--- config.mk ---
export PLATFORM = sky130hd
export DESIGN_NAME = fifo_flag_wrap_control
export DESIGN_NICKNAME = d
export VERILOG_FILES = /design/src/common/fifo_flag_pkg.sv /design/src/hdl/bit_sync3.sv /design/src/hdl/fifo_flag_wrap_control.sv
export VERILOG_INCLUDE_DIRS = /design/src /design/src/common
export SDC_FILE = /design/constraint.sdc
export NUM_CORES = 2
export LEC_CHECK = 0
export CORE_AREA = 2 2 607 609
export CTS_CLUSTER_SIZE = 10
export DETAILED_ROUTE_END_ITERATION = 16
export DIE_AREA = 0 0 609 611
export DONT_BUFFER_PORTS = 1
export GPL_ROUTABILITY_DRIVEN = 1
export SYNTH_ARGS = -nofsm -noshare
export SYNTH_HDL_FRONTEND = slang
export SYNTH_MEMORY_MAX_BITS = 65536
export SYNTH_SLANG_ARGS = --single-unit
export TNS_END_PERCENT = 20
--- constraint.sdc ---
create_clock -name clk -period 8.2 [get_ports clk]
set_input_delay 1.23 -clock clk [delete_from_list [all_inputs] [get_ports clk]]
set_output_delay 1.23 -clock clk [all_outputs]
set_load 0.01 [all_outputs]
--- src/common/fifo_flag_cfg.svh ---
// constants for the flag-and-wrap fifo controller
// assumes inclusion by bare name from the design files
`ifndef FIFO_FLAG_CFG_SVH
`define FIFO_FLAG_CFG_SVH
`define FF_DATA_W      9
`define FF_ADDR_W      9
`define FF_THR_W       10
`define FF_STATIC_AF   10'h1f0
`define FF_STATIC_AE   10'h010
`define FF_DYN_AF_RST  10'h1f0
`define FF_DYN_AE_RST  10'h010
`define FF_SYNC_STAGES 3
`endif

--- src/common/fifo_flag_pkg.sv ---
// types shared by the flag-and-wrap fifo controller
// assumes no other package
package fifo_flag_pkg;
   // flag configuration, one-hot
   typedef enum logic [2:0] {
      FLAG_NONE    = 3'h1,
      FLAG_STATIC  = 3'h2,
      FLAG_DYNAMIC = 3'h4
   } flag_mode_e;
endpackage : fifo_flag_pkg

--- src/hdl/bit_sync3.sv ---
// three-stage synchroniser with agreement filter for one pin level
// assumes clk is the controller clock; input is asynchronous
`timescale 1ns/10ps
`include "fifo_flag_cfg.svh"
module bit_sync3 (
   // clock and reset
   input  wire logic clk,
   input  wire logic resetn,
   input  wire logic ce,
   // level
   input  wire logic din,
   output logic      dout
);
   logic [2:0] s_q, s_d;  // sync chain
   logic       o_q, o_d;  // filtered level

   // next values: change counts once stages two and three agree
   always_comb begin
      s_d = {s_q[1:0], din};
      o_d = (s_q[1] == s_q[2]) ? s_q[2] : o_q;
   end

   // registers only
   always_ff @(posedge clk or negedge resetn) begin
      if (!resetn) begin
         s_q <= 3'h0;
         o_q <= 1'b0;
      end else if (ce) begin
         s_q <= s_d;
         o_q <= o_d;
      end
   end

   assign dout = o_q;
endmodule : bit_sync3

--- src/hdl/fifo_flag_wrap_control.sv ---
// fifo controller with selectable flag modes and counter wrap options
// assumes one clock; write and read requests come from logic on clk;
// the jtag reload strobe arrives from another domain and is synchronised
`timescale 1ns/10ps
`include "fifo_flag_cfg.svh"

// What this block does
// write-wrap option: write counter rolls, keeps storing
// read-wrap option: read counter rolls, rereads data
// flag modes: none, fixed, or run-time settable
// fixed thresholds come from build-time constants
// run-time thresholds reloadable by user or jtag
// full follows physical depth, not requested depth
// shared clock or separate clocks selectable; this build has one shared clk only
// read and write widths must match
// cascades limited to 64 ram blocks
// no wrap: ignore full writes, empty reads
module fifo_flag_wrap_control
   import fifo_flag_pkg::*;
#(
   parameter int DATA_W = `FF_DATA_W,
   parameter int ADDR_W = `FF_ADDR_W
) (
   // clock and reset
   input  wire logic              clk,
   input  wire logic              resetn,
   input  wire logic              ce,
   // configuration
   input  wire flag_mode_e        flag_mode,
   input  wire logic              wrap_write,
   input  wire logic              wrap_read,
   // dynamic threshold reload from user logic
   input  wire logic              thr_load,
   input  wire logic [`FF_THR_W-1:0] thr_af_in,
   input  wire logic [`FF_THR_W-1:0] thr_ae_in,
   // dynamic threshold reload from the user jtag port
   input  wire logic              user_jtag_port_load,
   input  wire logic [`FF_THR_W-1:0] user_jtag_port_af,
   input  wire logic [`FF_THR_W-1:0] user_jtag_port_ae,
   // write side
   input  wire logic              wr_en,
   input  wire logic [DATA_W-1:0] wr_data,
   // read side
   input  wire logic              rd_en,
   output logic [DATA_W-1:0]      rd_data,
   output logic                   rd_valid,
   // status
   output logic                   full,
   output logic                   empty,
   output logic                   almost_full,
   output logic                   almost_empty,
   output logic                   wr_ignored,
   output logic                   rd_ignored
);
   // single clock build: one clk serves both ports here
   localparam int DEPTH = 1 << ADDR_W;   // physical depth
   localparam int CW    = ADDR_W + 1;

   ////////////////////////////////////////////////////////////////////
   // storage
   logic [DATA_W-1:0] mem [DEPTH];       // physical ram array

   ////////////////////////////////////////////////////////////////////
   // jtag reload strobe crossing
   logic jl_sync;                        // filtered jtag load level
   logic jl_prev_q, jl_prev_d;           // for rising edge
   logic jl_pulse;

   bit_sync3 u_jl_sync (
      .clk    (clk),
      .resetn (resetn),
      .ce     (ce),
      .din    (user_jtag_port_load),
      .dout   (jl_sync)
   );
   // jtag data is held stable by the shifter across the update
   assign jl_pulse  = jl_sync & ~jl_prev_q;
   assign jl_prev_d = jl_sync;

   ////////////////////////////////////////////////////////////////////
   // pointers and count
   logic [ADDR_W-1:0] wp_q, wp_d;        // write pointer
   logic [ADDR_W-1:0] rp_q, rp_d;        // read pointer
   logic [CW-1:0]     cnt_q, cnt_d;      // fill count
   logic [DATA_W-1:0] rd_q, rd_d;        // read data register
   logic              rv_q, rv_d;        // read data valid
   logic              wi_q, wi_d;        // write ignored pulse
   logic              ri_q, ri_d;        // read ignored pulse
   logic              do_wr, do_rd;
   logic              is_full, is_empty;

   // full is judged against the whole physical array
   assign is_full  = (cnt_q == CW'(DEPTH));
   assign is_empty = (cnt_q == '0);

   // next values of pointers, count and read port
   always_comb begin
      // wrap lets writes proceed even when full
      // otherwise writes at full are dropped
      do_wr = wr_en & (~is_full | wrap_write);
      // wrap lets reads proceed when empty, rereading old words
      // otherwise reads at empty are dropped
      do_rd = rd_en & (~is_empty | wrap_read);
      wp_d  = wp_q;
      rp_d  = rp_q;
      cnt_d = cnt_q;
      rd_d  = rd_q;
      rv_d  = do_rd;
      wi_d  = wr_en & ~do_wr;
      ri_d  = rd_en & ~do_rd;
      if (do_wr) begin
         wp_d = wp_q + 1'b1;             // natural roll at end
      end
      if (do_rd) begin
         rp_d = rp_q + 1'b1;             // natural roll at end
         rd_d = mem[rp_q];
      end
      // count saturates: wrapped accesses never leave the legal range
      if (do_wr && !do_rd && !is_full) begin
         cnt_d = cnt_q + 1'b1;
      end else if (do_rd && !do_wr && !is_empty) begin
         cnt_d = cnt_q - 1'b1;
      end else begin
         cnt_d = cnt_q;
      end
   end

   // pointer registers
   always_ff @(posedge clk or negedge resetn) begin
      if (!resetn) begin
         wp_q      <= '0;
         rp_q      <= '0;
         cnt_q     <= '0;
         rd_q      <= '0;
         rv_q      <= 1'b0;
         wi_q      <= 1'b0;
         ri_q      <= 1'b0;
         jl_prev_q <= 1'b0;
      end else if (ce) begin
         wp_q      <= wp_d;
         rp_q      <= rp_d;
         cnt_q     <= cnt_d;
         rd_q      <= rd_d;
         rv_q      <= rv_d;
         wi_q      <= wi_d;
         ri_q      <= ri_d;
         jl_prev_q <= jl_prev_d;
      end
   end

   // ram write, no reset: contents are undefined until written
   always_ff @(posedge clk) begin
      if (ce && do_wr) begin
         mem[wp_q] <= wr_data;
      end
   end

   ////////////////////////////////////////////////////////////////////
   // threshold registers
   logic [`FF_THR_W-1:0] af_q, af_d;     // dynamic almost-full level
   logic [`FF_THR_W-1:0] ae_q, ae_d;     // dynamic almost-empty level

   // next thresholds: user load wins over a jtag load in the same cycle
   always_comb begin
      af_d = af_q;
      ae_d = ae_q;
      if (thr_load) begin
         af_d = thr_af_in;
         ae_d = thr_ae_in;
      end else if (jl_pulse) begin
         af_d = user_jtag_port_af;
         ae_d = user_jtag_port_ae;
      end
   end

   // threshold registers
   always_ff @(posedge clk or negedge resetn) begin
      if (!resetn) begin
         af_q <= `FF_DYN_AF_RST;
         ae_q <= `FF_DYN_AE_RST;
      end else if (ce) begin
         af_q <= af_d;
         ae_q <= ae_d;
      end
   end

   ////////////////////////////////////////////////////////////////////
   // flag generation
   logic [`FF_THR_W-1:0] cnt_ext;
   logic af_flag_d, ae_flag_d;           // next flag values
   logic af_flag_q, ae_flag_q;           // registered flags

   assign cnt_ext = `FF_THR_W'(cnt_q);

   // select threshold source by flag mode
   always_comb begin
      case (flag_mode)
         FLAG_NONE: begin                // flags held low
            af_flag_d = 1'b0;
            ae_flag_d = 1'b0;
         end
         FLAG_STATIC: begin              // fixed at build
            af_flag_d = (cnt_ext >= `FF_STATIC_AF);
            ae_flag_d = (cnt_ext <= `FF_STATIC_AE);
         end
         FLAG_DYNAMIC: begin             // register levels
            af_flag_d = (cnt_ext >= af_q);
            ae_flag_d = (cnt_ext <= ae_q);
         end
         default: begin
            af_flag_d = 1'b0;
            ae_flag_d = 1'b0;
         end
      endcase
   end

   // flag registers
   always_ff @(posedge clk or negedge resetn) begin
      if (!resetn) begin
         af_flag_q <= 1'b0;
         ae_flag_q <= 1'b0;
      end else if (ce) begin
         af_flag_q <= af_flag_d;
         ae_flag_q <= ae_flag_d;
      end
   end

   ////////////////////////////////////////////////////////////////////
   // outputs
   assign rd_data      = rd_q;
   assign rd_valid     = rv_q;
   assign full         = is_full;
   assign empty        = is_empty;
   assign almost_full  = af_flag_q;
   assign almost_empty = ae_flag_q;
   assign wr_ignored   = wi_q;
   assign rd_ignored   = ri_q;
endmodule : fifo_flag_wrap_control

==> impl_metrics.ini <==
[run_status]
status = finished with violations
violations = max-slew violations

[finish]
layout-drive-gt1-share_pct = 21.2
fin_util_pct = 55.2
nets = 8792
fin_cells = 13700
syn2layout_area_growth_pct = 10.8

[power]
p_int_mw = 45.5
p_clk_share_pct = 32.6
ir_drop_v = 0.000330
p_total_mw = 65.3
power.net_switching_mw = 19.8
comb_power_share_pct = 26.3
p_leak_nw = 62.3
seqPwrFrac_pct = 41.2
switching_share_pct = 30.4
cellPowerDensity_mw_per_mm2 = 324

[timing]
setup_violations = 0
totalNegativeSetupSlack_ns = 0
tightest_slew_ns = 2.09
rsz0062_at_grt = no
fin_worst_skew_ns = 0.0584
fmax_mhz = 196
final-hold-violation-count = 0
slew-limit-headroom_pct = -39.5
finalCritPeriodShare_pct = 62.2
slew_violations = 364
min_period_ns = 5.10
finalWorstSetupSlack_ns = 3.10

[setup_path]
arrival_ns = 5.99
criticalPathCategory = flop to flop
required_ns = 9.09
ff2ff_path_depth = 8
end_kind = flop
crit_start = rp_q[0]
cp_max_fo = 30
r2r_slack_ns = 3.10
cp-start-kind = flop
timing.rr.end = rd_data[5]
r2r_start = rp_q[0]

[drt]
dr_total_vias = 88800
drtIter0Drc = 11800
routedWlPerCell_um = 35.1
drc = 0
vias_per_cell = 6.49
dr.pass1.iters = 8
drt-total-wl_um = 481000
ant_nets = 0

[synthesis]
synth_area_leaders = edfxtp_1 (76%), mux4_2 (13%), mux2i_1 (1.9%), nor2_1 (1.2%), dfrtp_1 (0.84%)
synthDominantCellAreaShare_pct = 76.1
netlist_area_mm2 = 0.182
yosysSeqAreaShare_pct = 77.0
synth_fp_nets = 8622
ys_seq_elements = 4675
ys.flop_type = edfxtp_1
synth_edf_count = 4608
synth_warnings = 0
synthArstFlopShare_pct = 1.43
syn_area_per_cell_um2 = 21.3
yosysTopAreaCell = edfxtp_1
synth.distinct_cells = 100
netlist_instances = 8527

[place]
routabilityCongestion = 0.823
placed_cells = 12900
pre_cts_ws_ns = 3.04
portBuffers = 0
dpl.hpwl_um = 263000

[clock_network]
clk_path_buf_depth = 4
clockRootBuffer = clkbuf_16
cts_tree = yes
path_clk_slew_ns = 0.06
clock_sinks = 4675
cts_made_buffers = 545
htree_levels = 6
clock_latency_ns = 1.05
post_cts_buffers = 0

[floorplan]
fp.dieH_um = 611
fp-row-count = 222
coreArea_mm2 = 0.365
boundaryPins = 77
die_x_um = 609
die-area_mm2 = 0.372
start_util_pct = 49.8

[hold_path]
holdCritPathClass = primary input to asynchronous set/reset pin

[flow_run]
drv_cap = 0

[global_route]
grt_pass1_vias = 89800
grt_pass1_wl_um = 683000
grt_max_degree = 513
grt_antenna_before_repair = 21
grt-ovfl-total = 0
grt_use_total_pct = 25.7
what timing repair did:
| item | CTS | global route |
|---|---|---|
| resized for setup | 0 | 0 |
| hold endpoints to repair | 65 | 0 |
| hold buffers | 3 | 0 |
| endpoints found under the setup margin | 0 | 0 |
power by group through the flow:
stage | Combinational [mW] | Sequential (mW) | Clock (mW)
finish | 17.2 | 26.9 | 21.3
global route | 17.9 | 26.9 | 22.5
CTS | 17.0 | 26.9 | 21.5
detailed placement | 16.9 | 27.4 | 0
global placement | 16.9 | 27.4 | 0
floorplan | 11.5 | 27.0 | 0
how the worst max path moves through the flow:
stage / cells past startpoint / to / slack [ns]
2_1_floorplan: 12 / cnt_ext[8] / 4.76
3_5_place_dp: 5 / mem[96][6] / 3.04
5_1_grt: 9 / rd_data[1] / 2.95
3_3_place_gp: 5 / mem[97][4] / 3.16
4_1_cts: 9 / rd_data[1] / 3.17
6_report: 8 / rd_data[5] / 3.10
routing by layer:
layer | GRT usage [%] | share of wire, %
met5 | 0 | 0.0031
met1 | 36.9 | 40
met4 | 7.97 | 3.3
met2 | 40.5 | 48
met3 | 4.71 | 8.9
critical path: stages (launching register included):
cell	delay [ns]
dfrtp_4	0.95
buf_4	0.62
mux4_2	0.35
nor2_1	0.05
a2111oi_0	1.04
nor4_1	0.17
a21oi_1	0.64
o21ai_0	0.66
a221oi_1	0.45
sequential cells by signal, summed over array words and instances, names as in the netlist:
signal	count
mem	4608
ae_q	10
af_q	10
cnt_ext	10
rd_data	9
rp_q	9
wp_q	9
u_jl_sync.s_q	3
almost_empty	1
almost_full	1
jl_prev_q	1
rd_ignored	1
rd_valid	1
u_jl_sync.dout	1
wr_ignored	1
synth_stat cells (26+ instances only):
cell      instances
a22oi_1         198
a22o_1           41
mux4_2         1019
buf_2           156
buf_4           102
a211oi_1         33
nand2_1         158
mux4_1           33
edfxtp_1       4608
a31oi_1          26
mux2i_1         351
a221oi_1        115
ha_1             33
buf_6            49
inv_1            34
a21oi_1         114
clkbuf_1        170
nand3_1          52
nor2_1          589
dfrtp_1          61
o22ai_1          69
o21ai_0         154
metrics by stage:
stage               hold WS, ns  cell area (um^2)
floorplan                 0.450            182000
global placement          0.467            186000
detailed placement        0.479            186000
CTS                      0.0561            201000
global route             0.0923            202000
finish                   0.0937            202000
cells in the final DEF (no fill, tap or decap), drive strengths merged, types with 10 or more instances in the layout:
| cell type | instances |
|---|---|
| a2111oi | 12 |
| a211oi | 33 |
| a21oi | 115 |
| a221oi | 117 |
| a22o | 43 |
| a22oi | 198 |
| a31oi | 26 |
| buf | 148 |
| clkbuf | 642 |
| clkinv | 33 |
| dfrtp | 61 |
| diode | 10 |
| edfxtp | 4608 |
| ha | 33 |
| inv | 58 |
| mux2 | 18 |
| mux2i | 351 |
| mux4 | 1052 |
| nand2 | 158 |
| nand2b | 10 |
| nand3 | 52 |
| nor2 | 589 |
| nor2b | 20 |
| nor3 | 20 |
| nor4 | 12 |
| o211ai | 20 |
| o21ai | 158 |
| o221ai | 14 |
| o22ai | 69 |
| or3 | 14 |
| xnor2 | 18 |
area by class of cell:
type	count	area, um^2
sequential	4675	140000
timing repair buffer	150	1720
clock buffer	642	14400
clock inverter	58	599
tap	4816	6030
antenna	10	25.0
multi-input combinational	3291	38600
inverter	34	128
fill	27200	163000
cell families (layout without fill, tap and decap cells):
kind of cell             after synthesis  count (layout)  synth area share (%)
flip-flops                          4675            4675                  77.0
multiplexers                        1421            1421                  15.1
AND/OR/NAND/NOR                      944             944                  2.23
AO/OA/AOI/OAI                        868             868                  3.33
buffers and inverters                561             884                  1.94
adder cells (fa/ha/maj)               34              34                 0.238
XOR/XNOR                              24              24                 0.116
other                                  0              10                     0
(Power assumes the default switching activity.)
